--- src/ppac_defines.vh ---
// Purpose: Named constants for the pump and self-calibration config bank
// Assumes: Included by bare name from every design file of the bank
// Notes: Definitions only, guarded against double inclusion
`ifndef PPAC_DEFINES_VH
`define PPAC_DEFINES_VH

// ************************************************************
// Serial frame layout
// ************************************************************
`define PPAC_ADDR_W 6
`define PPAC_DATA_W 24
`define PPAC_HDR_BITS 6'h07
`define PPAC_FRAME_BITS 6'h1f
`define PPAC_BITCNT_W 6

// ************************************************************
// Register offsets and reset values
// ************************************************************
`define PPAC_ADDR_PUMP 6'h09
`define PPAC_ADDR_CAL 6'h0a
`define PPAC_ADDR_DET 6'h0b
`define PPAC_RST_PUMP 24'h547264
`define PPAC_RST_CAL 24'h002046
`define PPAC_RST_DET 24'h078061

// ************************************************************
// Pump current register fields
// ************************************************************
`define PPAC_SINK_MSB 6
`define PPAC_SINK_LSB 0
`define PPAC_SOURCE_MSB 13
`define PPAC_SOURCE_LSB 7
`define PPAC_OFFSET_MSB 20
`define PPAC_OFFSET_LSB 14
`define PPAC_OFFSET_RAISE_BIT 21
`define PPAC_OFFSET_LOWER_BIT 22
`define PPAC_HIGH_CURRENT_BIT 23

// ************************************************************
// Tuning calibration register fields
// ************************************************************
`define PPAC_MEAS_MSB 2
`define PPAC_MEAS_LSB 0
`define PPAC_CAL_OFF_BIT 11
`define PPAC_CLKSEL_MSB 14
`define PPAC_CLKSEL_LSB 13
`define PPAC_RELOCK_BIT 17

// ************************************************************
// Detector and pump control register fields
// ************************************************************
`define PPAC_POLARITY_BIT 4
`define PPAC_RAISE_GATE_BIT 5
`define PPAC_LOWER_GATE_BIT 6
`define PPAC_RAISE_OVR_BIT 9
`define PPAC_LOWER_OVR_BIT 10
`define PPAC_MID_OVR_BIT 11

// ************************************************************
// Calibration engine timing
// ************************************************************
`define PPAC_MEAS_CNT_W 9
`define PPAC_DIV_CNT_W 5
`define PPAC_DIV_BY1 5'h00
`define PPAC_DIV_BY4 5'h03
`define PPAC_DIV_BY16 5'h0f
`define PPAC_DIV_BY32 5'h1f

`endif

--- src/ppac_serial_port.v ---
// Purpose: Serial control port slave for the config bank
// Assumes: Pins come from another domain and are synchronised here
// Notes: Frame is read flag, 6 address bits, 24 data bits, MSB first
`timescale 1ns/10ps
`include "ppac_defines.vh"

module ppac_serial_port (
  input wire i_ref_clk,
  input wire i_sys_rst,
  input wire i_clk_en,
  input wire i_spi_sck,
  input wire i_spi_sen_n,
  input wire i_spi_sdi,
  input wire [`PPAC_DATA_W-1:0] i_rd_data,
  output reg o_spi_sdo,
  output reg o_wr_stb,
  output reg [`PPAC_ADDR_W-1:0] o_addr,
  output reg [`PPAC_DATA_W-1:0] o_wr_data
);

  // ************************************************************
  // Pin synchronisers
  // ************************************************************
  reg [2:0] sck_meta_q; // Stage 0 feeds stage 1 only
  reg [1:0] sen_meta_q; // Two-stage enable sync
  reg [1:0] sdi_meta_q; // Two-stage data sync
  reg [`PPAC_BITCNT_W-1:0] bitcnt_q; // Bits taken in this frame
  reg rd_q; // Frame is a read
  reg [`PPAC_DATA_W-1:0] shout_q; // Read data going out
  wire sck_rise;
  wire sck_fall;
  wire sen_act;

  // Edges from stages 1 and 2 only, never the first flop
  assign sck_rise = sck_meta_q[1] & ~sck_meta_q[2];
  assign sck_fall = ~sck_meta_q[1] & sck_meta_q[2];
  assign sen_act = ~sen_meta_q[1];

  // Synchroniser flops
  always @(posedge i_ref_clk or posedge i_sys_rst) begin
    if (i_sys_rst) begin
      sck_meta_q <= 3'h0;
      sen_meta_q <= 2'h3;
      sdi_meta_q <= 2'h0;
    end else if (i_clk_en) begin
      sck_meta_q <= {sck_meta_q[1:0], i_spi_sck};
      sen_meta_q <= {sen_meta_q[0], i_spi_sen_n};
      sdi_meta_q <= {sdi_meta_q[0], i_spi_sdi};
    end
  end

  // ************************************************************
  // Frame shifter
  // ************************************************************
  // Partial frames never commit, so a torn write leaves registers intact
  always @(posedge i_ref_clk or posedge i_sys_rst) begin
    if (i_sys_rst) begin
      bitcnt_q <= 6'h00;
      rd_q <= 1'b0;
      o_addr <= 6'h00;
      o_wr_data <= 24'h000000;
      o_wr_stb <= 1'b0;
      shout_q <= 24'h000000;
      o_spi_sdo <= 1'b0;
    end else if (i_clk_en) begin
      o_wr_stb <= 1'b0;
      if (!sen_act) begin
        // Idle: rearm and hold the data line low
        bitcnt_q <= 6'h00;
        o_spi_sdo <= 1'b0;
      end else if (sck_rise && bitcnt_q < `PPAC_FRAME_BITS) begin
        bitcnt_q <= bitcnt_q + 6'h01;
        if (bitcnt_q == 6'h00) begin
          rd_q <= sdi_meta_q[1];
        end else if (bitcnt_q < `PPAC_HDR_BITS) begin
          o_addr <= {o_addr[`PPAC_ADDR_W-2:0], sdi_meta_q[1]};
        end else begin
          o_wr_data <= {o_wr_data[`PPAC_DATA_W-2:0], sdi_meta_q[1]};
          // Last data bit of a write commits the word
          if (bitcnt_q == `PPAC_FRAME_BITS - 6'h01 && !rd_q) begin
            o_wr_stb <= 1'b1;
          end
        end
      end else if (sck_fall && rd_q && bitcnt_q >= `PPAC_HDR_BITS) begin
        // Read data leaves on falling edges, MSB first
        if (bitcnt_q == `PPAC_HDR_BITS) begin
          o_spi_sdo <= i_rd_data[`PPAC_DATA_W-1];
          shout_q <= {i_rd_data[`PPAC_DATA_W-2:0], 1'b0};
        end else begin
          o_spi_sdo <= shout_q[`PPAC_DATA_W-1];
          shout_q <= {shout_q[`PPAC_DATA_W-2:0], 1'b0};
        end
      end
    end
  end

endmodule // ppac_serial_port

--- src/ppac_config_bank.v ---
// Purpose: Pump current, self-calibration and detector control registers
// Assumes: Detector, divider and lock events come from logic on i_ref_clk
// Notes: Registers reached only through the serial control port
`timescale 1ns/10ps
`include "ppac_defines.vh"

module ppac_config_bank (
  input wire i_ref_clk,
  input wire i_sys_rst,
  input wire i_clk_en,
  input wire i_spi_sck,
  input wire i_spi_sen_n,
  input wire i_spi_sdi,
  input wire i_pd_raise,
  input wire i_pd_lower,
  input wire i_cal_start,
  input wire i_ref_div_tick,
  input wire i_lock_lost,
  input wire i_lock_regained,
  output wire o_spi_sdo,
  output reg [6:0] o_pump_sink_current,
  output reg [6:0] o_pump_source_current,
  output reg [6:0] o_offset_magnitude,
  output reg o_offset_raise_on,
  output reg o_offset_lower_on,
  output reg o_high_current_pump_select,
  output reg o_pump_raise,
  output reg o_pump_lower,
  output reg o_pump_midpoint,
  output reg o_cal_clk_tick,
  output reg o_cal_busy,
  output reg o_cal_done,
  output reg o_relock_req
);

  // ************************************************************
  // State machine codes
  // ************************************************************
  localparam CAL_IDLE = 2'b00; // Waiting for a start
  localparam CAL_MEAS = 2'b01; // Counting divider cycles
  localparam CAL_DONE = 2'b10; // Reporting completion

  // ************************************************************
  // Declarations
  // ************************************************************
  reg [`PPAC_DATA_W-1:0] pump_current_config_q; // Pump currents word
  reg [`PPAC_DATA_W-1:0] tuning_calibration_config_q; // Calibration word
  reg [`PPAC_DATA_W-1:0] detector_pump_control_q; // Detector word
  reg [`PPAC_DATA_W-1:0] rd_data_d; // Read mux result
  reg [`PPAC_DIV_CNT_W-1:0] div_cnt_q; // Engine clock divider
  reg [`PPAC_MEAS_CNT_W-1:0] meas_cnt_q; // Cycles seen so far
  reg [1:0] cal_state_q; // Engine state
  reg [1:0] cal_state_d; // Engine next state
  reg div_pend_q; // Divider tick waiting for engine tick
  reg relock_tried_q; // One try spent since last lock
  reg det_raise_d; // Detector raise after polarity and gate
  reg det_lower_d; // Detector lower after polarity and gate
  reg pump_raise_d; // Pump raise after overrides
  reg pump_lower_d; // Pump lower after overrides
  reg pump_mid_d; // Midpoint after overrides
  wire wr_stb; // Committed write from the port
  wire [`PPAC_ADDR_W-1:0] wr_addr; // Address of the frame
  wire [`PPAC_DATA_W-1:0] wr_data; // Data of the frame
  wire engine_tick; // Engine clock enable
  wire [`PPAC_MEAS_CNT_W-1:0] meas_target; // Cycles to count
  wire [`PPAC_DIV_CNT_W-1:0] div_limit; // Divider wrap value
  wire cal_off; // Self calibration disabled
  wire relock_on; // Single relock allowed
  wire raise_ovr; // Force raise bit
  wire lower_ovr; // Force lower bit
  wire mid_ovr; // Force midpoint bit

  // ************************************************************
  // Decode functions
  // ************************************************************
  // Measurement length code to divider cycles
  function [`PPAC_MEAS_CNT_W-1:0] ppac_meas_len;
    input [2:0] code;
    begin
      case (code)
        3'h0: ppac_meas_len = 9'h001;
        3'h1: ppac_meas_len = 9'h002;
        3'h2: ppac_meas_len = 9'h004;
        3'h3: ppac_meas_len = 9'h008;
        3'h4: ppac_meas_len = 9'h020;
        3'h5: ppac_meas_len = 9'h040;
        3'h6: ppac_meas_len = 9'h080;
        default: ppac_meas_len = 9'h100;
      endcase
    end
  endfunction

  // Clock select code to divider wrap value
  function [`PPAC_DIV_CNT_W-1:0] ppac_div_limit;
    input [1:0] code;
    begin
      case (code)
        2'h0: ppac_div_limit = `PPAC_DIV_BY1;
        2'h1: ppac_div_limit = `PPAC_DIV_BY4;
        2'h2: ppac_div_limit = `PPAC_DIV_BY16;
        default: ppac_div_limit = `PPAC_DIV_BY32;
      endcase
    end
  endfunction

  // ************************************************************
  // Serial control port
  // ************************************************************
  ppac_serial_port u_port (
    .i_ref_clk(i_ref_clk),
    .i_sys_rst(i_sys_rst),
    .i_clk_en(i_clk_en),
    .i_spi_sck(i_spi_sck),
    .i_spi_sen_n(i_spi_sen_n),
    .i_spi_sdi(i_spi_sdi),
    .i_rd_data(rd_data_d),
    .o_spi_sdo(o_spi_sdo),
    .o_wr_stb(wr_stb),
    .o_addr(wr_addr),
    .o_wr_data(wr_data)
  );

  // ************************************************************
  // Register file
  // ************************************************************
  // Whole words are stored, reserved fields included
  always @(posedge i_ref_clk or posedge i_sys_rst) begin
    if (i_sys_rst) begin
      pump_current_config_q <= `PPAC_RST_PUMP;
      tuning_calibration_config_q <= `PPAC_RST_CAL;
      detector_pump_control_q <= `PPAC_RST_DET;
    end else if (i_clk_en && wr_stb) begin
      case (wr_addr)
        `PPAC_ADDR_PUMP: pump_current_config_q <= wr_data;
        `PPAC_ADDR_CAL: tuning_calibration_config_q <= wr_data;
        `PPAC_ADDR_DET: detector_pump_control_q <= wr_data;
        default: ; // Other offsets belong elsewhere
      endcase
    end
  end

  // Read mux, unmapped offsets read as zero
  always @* begin
    case (wr_addr)
      `PPAC_ADDR_PUMP: rd_data_d = pump_current_config_q;
      `PPAC_ADDR_CAL: rd_data_d = tuning_calibration_config_q;
      `PPAC_ADDR_DET: rd_data_d = detector_pump_control_q;
      default: rd_data_d = 24'h000000;
    endcase
  end

  // ************************************************************
  // Field views
  // ************************************************************
  assign cal_off = tuning_calibration_config_q[`PPAC_CAL_OFF_BIT];
  assign relock_on = tuning_calibration_config_q[`PPAC_RELOCK_BIT];
  assign raise_ovr = detector_pump_control_q[`PPAC_RAISE_OVR_BIT];
  assign lower_ovr = detector_pump_control_q[`PPAC_LOWER_OVR_BIT];
  assign mid_ovr = detector_pump_control_q[`PPAC_MID_OVR_BIT];
  assign meas_target =
    ppac_meas_len(tuning_calibration_config_q[`PPAC_MEAS_MSB:`PPAC_MEAS_LSB]);
  assign div_limit =
    ppac_div_limit(tuning_calibration_config_q[`PPAC_CLKSEL_MSB:`PPAC_CLKSEL_LSB]);

  // Pump current outputs registered so the analog side sees clean levels
  always @(posedge i_ref_clk or posedge i_sys_rst) begin
    if (i_sys_rst) begin
      // Whole word at its reset value, fields in bit order
      {o_high_current_pump_select, o_offset_lower_on, o_offset_raise_on,
        o_offset_magnitude, o_pump_source_current, o_pump_sink_current} <=
          `PPAC_RST_PUMP;
    end else if (i_clk_en) begin
      o_pump_sink_current <= pump_current_config_q[`PPAC_SINK_MSB:`PPAC_SINK_LSB];
      o_pump_source_current <=
        pump_current_config_q[`PPAC_SOURCE_MSB:`PPAC_SOURCE_LSB];
      o_offset_magnitude <=
        pump_current_config_q[`PPAC_OFFSET_MSB:`PPAC_OFFSET_LSB];
      o_offset_raise_on <= pump_current_config_q[`PPAC_OFFSET_RAISE_BIT];
      o_offset_lower_on <= pump_current_config_q[`PPAC_OFFSET_LOWER_BIT];
      // Only meaningful with an external oscillator and active filter
      o_high_current_pump_select <= pump_current_config_q[`PPAC_HIGH_CURRENT_BIT];
    end
  end

  // ************************************************************
  // Detector and pump steering
  // ************************************************************
  // Polarity swap, then gates, then test overrides
  always @* begin
    if (detector_pump_control_q[`PPAC_POLARITY_BIT]) begin
      det_raise_d = i_pd_lower;
      det_lower_d = i_pd_raise;
    end else begin
      det_raise_d = i_pd_raise;
      det_lower_d = i_pd_lower;
    end
    det_raise_d = det_raise_d & detector_pump_control_q[`PPAC_RAISE_GATE_BIT];
    det_lower_d = det_lower_d & detector_pump_control_q[`PPAC_LOWER_GATE_BIT];
    pump_raise_d = det_raise_d;
    pump_lower_d = det_lower_d;
    pump_mid_d = 1'b0;
    if (raise_ovr && !lower_ovr) begin
      // Forced raise, normal path shut off
      pump_raise_d = 1'b1;
      pump_lower_d = 1'b0;
    end else if (lower_ovr && !raise_ovr) begin
      // Forced lower, normal path shut off
      pump_raise_d = 1'b0;
      pump_lower_d = 1'b1;
    end else if (raise_ovr && lower_ovr) begin
      // Conflicting forces cancel, pump idles rather than fight
      pump_raise_d = 1'b0;
      pump_lower_d = 1'b0;
    end else if (mid_ovr) begin
      // Midpoint only when no force is active
      pump_raise_d = 1'b0;
      pump_lower_d = 1'b0;
      pump_mid_d = 1'b1;
    end
  end

  // Pump drive flops
  always @(posedge i_ref_clk or posedge i_sys_rst) begin
    if (i_sys_rst) begin
      o_pump_raise <= 1'b0;
      o_pump_lower <= 1'b0;
      o_pump_midpoint <= 1'b0;
    end else if (i_clk_en) begin
      o_pump_raise <= pump_raise_d;
      o_pump_lower <= pump_lower_d;
      o_pump_midpoint <= pump_mid_d;
    end
  end

  // ************************************************************
  // Engine clock divider
  // ************************************************************
  // Software must keep the divided rate within the engine limit
  assign engine_tick = (div_cnt_q >= div_limit);

  // Free-running divider, wraps at the selected limit
  always @(posedge i_ref_clk or posedge i_sys_rst) begin
    if (i_sys_rst) begin
      div_cnt_q <= 5'h00;
      o_cal_clk_tick <= 1'b0;
    end else if (i_clk_en) begin
      if (engine_tick) begin
        div_cnt_q <= 5'h00;
      end else begin
        div_cnt_q <= div_cnt_q + 5'h01;
      end
      o_cal_clk_tick <= engine_tick;
    end
  end

  // ************************************************************
  // Calibration measurement engine
  // ************************************************************
  // Next state; a too-short length is software's concern
  always @* begin
    cal_state_d = cal_state_q;
    case (cal_state_q)
      CAL_IDLE: begin
        if (i_cal_start && !cal_off) begin
          cal_state_d = CAL_MEAS;
        end
      end
      CAL_MEAS: begin
        if (cal_off) begin
          cal_state_d = CAL_IDLE;
        end else if (engine_tick && div_pend_q && meas_cnt_q + 9'h001 >= meas_target) begin
          cal_state_d = CAL_DONE;
        end
      end
      CAL_DONE: begin
        cal_state_d = CAL_IDLE;
      end
      default: begin
        cal_state_d = CAL_IDLE;
      end
    endcase
  end

  // Engine registers; divider ticks wait for the slower engine tick
  always @(posedge i_ref_clk or posedge i_sys_rst) begin
    if (i_sys_rst) begin
      cal_state_q <= CAL_IDLE;
      meas_cnt_q <= 9'h000;
      div_pend_q <= 1'b0;
      o_cal_busy <= 1'b0;
      o_cal_done <= 1'b0;
    end else if (i_clk_en) begin
      cal_state_q <= cal_state_d;
      if (cal_state_q != CAL_MEAS) begin
        meas_cnt_q <= 9'h000;
        div_pend_q <= 1'b0;
      end else begin
        if (engine_tick && div_pend_q) begin
          meas_cnt_q <= meas_cnt_q + 9'h001;
        end
        // New tick wins over consumption in the same cycle
        if (i_ref_div_tick) begin
          div_pend_q <= 1'b1;
        end else if (engine_tick) begin
          div_pend_q <= 1'b0;
        end
      end
      o_cal_busy <= (cal_state_d == CAL_MEAS);
      o_cal_done <= (cal_state_d == CAL_DONE);
    end
  end

  // ************************************************************
  // Single relock attempt
  // ************************************************************
  // A loss in the rearm cycle still counts, the set wins
  always @(posedge i_ref_clk or posedge i_sys_rst) begin
    if (i_sys_rst) begin
      relock_tried_q <= 1'b0;
      o_relock_req <= 1'b0;
    end else if (i_clk_en) begin
      o_relock_req <= 1'b0;
      if (i_lock_lost && relock_on && !relock_tried_q) begin
        o_relock_req <= 1'b1;
        relock_tried_q <= 1'b1;
      end else if (i_lock_regained && !i_lock_lost) begin
        relock_tried_q <= 1'b0;
      end
    end
  end

endmodule // ppac_config_bank

--- config.mk ---
export PLATFORM = sky130hd
export DESIGN_NAME = ppac_config_bank
export DESIGN_NICKNAME = d
export VERILOG_FILES = /design/src/ppac_serial_port.v /design/src/ppac_config_bank.v
export VERILOG_INCLUDE_DIRS = /design/src
export SDC_FILE = /design/constraint.sdc
export NUM_CORES = 1
export LEC_CHECK = 0
export ABC_AREA = 1
export BUFFER_PORTS_ARGS = -buffer_cell sky130_fd_sc_hd__buf_2
export CORE_MARGIN = 10
export CORE_UTILIZATION = 45
export DETAILED_ROUTE_END_ITERATION = 12
export PLACE_DENSITY = 0.62
export SYNTH_ARGS = -nofsm -noshare
export SYNTH_HDL_FRONTEND = slang
export SYNTH_SLANG_ARGS = --single-unit
--- constraint.sdc ---
create_clock -name i_ref_clk -period 16.24 [get_ports i_ref_clk]
set_input_delay 0.812 -clock i_ref_clk [delete_from_list [all_inputs] [get_ports i_ref_clk]]
set_output_delay 0.812 -clock i_ref_clk [all_outputs]
set_load 0.02 [all_outputs]
==> results_dict.tcl <==
set metrics [dict create \
    grt.overflow.total 0 \
    die_w_um 157 \
    rsz0062_at_grt "false" \
    holdPathStages 2 \
    drc_errors 0 \
    synth_nets 990 \
    area_growth_pct 10.8 \
    path_max_fanout 48 \
    cts-root-buf "clkbuf_16" \
    ys_types 40 \
    grtUsageTotal 0.163 \
    maxSlewHeadroom 0.336 \
    holdCritStartpoint "o_pump_sink_current[2]" \
    die_y_um 157 \
    routed_wl_mm 19.3 \
    grt_pass1_wl_mm 32.5 \
    crit_chain "buf_2 > inv_2 > nor4_1 > o21ai_1 > nor2_4 > nand2_2 > o21ai_0" \
    postCtsSetupBuffers 0 \
    ir_drop_uv 76.7 \
    synth_cells 960 \
    insertion_delay_ns 0.43 \
    drv_cap 0 \
    drive_above_1_share 0.139 \
    pin_count 44 \
    hpwl_mm 12.3 \
    htree_levels 4 \
    cp-start-kind "input pin" \
    path_buf_inv 2 \
    endpoint_kind "register" \
    gp_congestion 0.830 \
    tns_ns 0 \
    antenna_left 0 \
    setup_viol 0 \
    clk_pin_slew_ns 0.07 \
    hold_class "reg -> reg" \
    antenna_found_initial 0 \
    synth-seq-cells 190 \
    grt_max_degree 114 \
    status "finished, final reports clean" \
    hold_buffers 0 \
    post-place-ws_ns 13.03 \
    numCtsBuffers 17 \
    final_common_cell "nand2_1" \
    r2r-end "tuning_calibration_config_q[12]" \
    finalHoldViolations 0 \
    netlist_area_um2 8500 \
    wl_per_cell_um 15.7 \
    io_buffers 43 \
    clock-sinks 190 \
    synth_edf_count 0 \
    grt_pass1_vias 6241 \
    yosysWarnings 0 \
    fillerInstances 1784 \
    avgSynthCellArea_um2 8.86 \
    clock_path_buffers 2 \
    yosysSeqAreaShare 0.564 \
    vias 6352 \
    cts_tree "yes" \
    layout_min_cycle_time_ns 2.76 \
    core_area_um2 18600 \
    cellLeakagePower_nw 4.29 \
    floorplan.initialDensity 0.456 \
    register_area_um2 4800 \
    r2r_cells 8 \
    worst_ep_required_time_ns 16.57 \
    crit_slowest_cell "buf_2" \
    multiInputGateArea_um2 3180 \
    fin_nets 1013 \
    firstDrtPassIters 5 \
    reg2reg_slack_ns 13.78 \
    rr_startpoint "u_port.o_addr[4]" \
    drv_slew 0 \
    slowest_delay_ns 0.68 \
    worst_slew_pin_slew_ns 0.995 \
    arrival_ns 3.09 \
    antenna_cells 0 \
    layout_common_cells "nand2_1, dfrtp_1, o21ai_0" \
    synthArstFlopShare 1.00 \
    drtIter0Drc 462 \
    fin_crit_sh 0.170 \
    cts_resized 0 \
    clock-skew-final_ns 0.00769 \
    path_class "in -> reg" \
    placed_cell_area_um2 8830 \
    synth_ff_type "dfrtp_1" \
    stdcell_area_um2 9420 \
    setup_slack_ns 13.48 \
    num_rows 50 \
    min_to "o_pump_sink_current[2]" \
    viasPerCell 5.17 \
    p_per_area_nw_per_um2 105 \
    critical-path-top-delay-family "simple AND/OR/NAND/NOR gates" \
    die-area_um2 24800 \
    fmax_mhz 363 \
]
metrics by stage:
stage / util / std cells / hold slack, ns / power [W]
after floorplan: - / 960 / 0.442 / 0.000560
after global placement: 0.474 / 1198 / 0.450 / 0.000576
after detailed placement: 0.474 / 1198 / 0.454 / 0.000578
after CTS: 0.505 / 1229 / 0.465 / 0.00100
after global routing: 0.505 / 1229 / 0.481 / 0.00103
final: 0.505 / 1229 / 0.460 / 0.000992
power by group:
group          total [W]  internal, W  switching (W)
Sequential      0.000504     0.000491      0.0000132
Combinational  0.0000642    0.0000198      0.0000444
Clock           0.000424     0.000245       0.000179
Total           0.000992     0.000756       0.000237
how the worst max path moves through the flow:
stage	start	depth (start not counted)	end	slack [ns]
2_1_floorplan	i_sys_rst	1	cal_state_q[0]	10.31
3_3_place_gp	i_clk_en	8	u_port.o_wr_data[23]	13.09
3_5_place_dp	i_clk_en	7	u_port.o_wr_data[8]	13.03
4_1_cts	i_clk_en	7	u_port.o_wr_data[8]	13.45
5_1_grt	i_clk_en	7	u_port.o_wr_data[6]	13.01
6_report	i_clk_en	7	u_port.o_wr_data[8]	13.48
logic make-up (layout without fill, tap and decap cells):
kind of cell	Yosys count	after routing	synth area share
AOI/OAI and AO/OA	222	222	0.148
xor gates and xnor gates	9	9	0.00927
adders and majority gates	18	18	0.0265
buffers and inverters	125	160	0.0625
DFF	190	190	0.564
and+or+nand+nor	396	396	0.190
Yosys cell counts, drive strengths merged, types with 2 or more instances:
master | n | area [um2]
a22oi | 4 | 30.0
buf | 27 | 164
ha | 18 | 225
a22o | 7 | 61.3
dfstp | 33 | 867
nor4 | 2 | 12.5
nand2 | 317 | 1200
clkbuf | 18 | 67.6
a221oi | 8 | 70.1
o21ai | 157 | 801
inv | 80 | 300
xor2 | 9 | 78.8
dfrtp | 157 | 3930
nand4 | 7 | 43.8
a2bb2oi | 2 | 17.5
a21oi | 31 | 166
nor3 | 9 | 50.1
nand3 | 31 | 155
a32o | 2 | 20.0
o211ai | 6 | 55.1
o31ai | 2 | 15.0
nor2 | 27 | 129
per-layer routing:
layer	up-vias	GRT usage	wire, um
li1	3193	-	-
met1	3055	0.225	9640
met2	78	0.252	8750
met3	26	0.0300	575
met4	0	0.0534	298
met5	-	0	0
worst min-delay path, cell delays in order, from the launching register on:
cell and delay [ns]:
dfstp_2 0.37, nand2_1 0.05, nand2_1 0.04
sequential cells by signal, indices dropped and copies added, names as in the netlist, 3 cells and up:
signal                       count
div_cnt_q                        5
o_pump_sink_current              7
u_port.o_addr                    6
u_port.shout_q                  23
o_pump_source_current            7
pump_current_config_q           24
u_port.o_wr_data                24
u_port.sck_meta_q                3
tuning_calibration_config_q     24
meas_cnt_q                       9
u_port.bitcnt_q                  6
o_offset_magnitude               7
detector_pump_control_q         24
layout make-up:
cell class,instances,share of cell area
Sequential cell,190,0.509
Multi-Input combinational cell,645,0.337
Clock buffer,20,0.0474
Inverter,80,0.0327
Tap cell,234,0.0311
Timing Repair Buffer,49,0.0276
Clock inverter,11,0.0151
(Power assumes the default switching activity.)
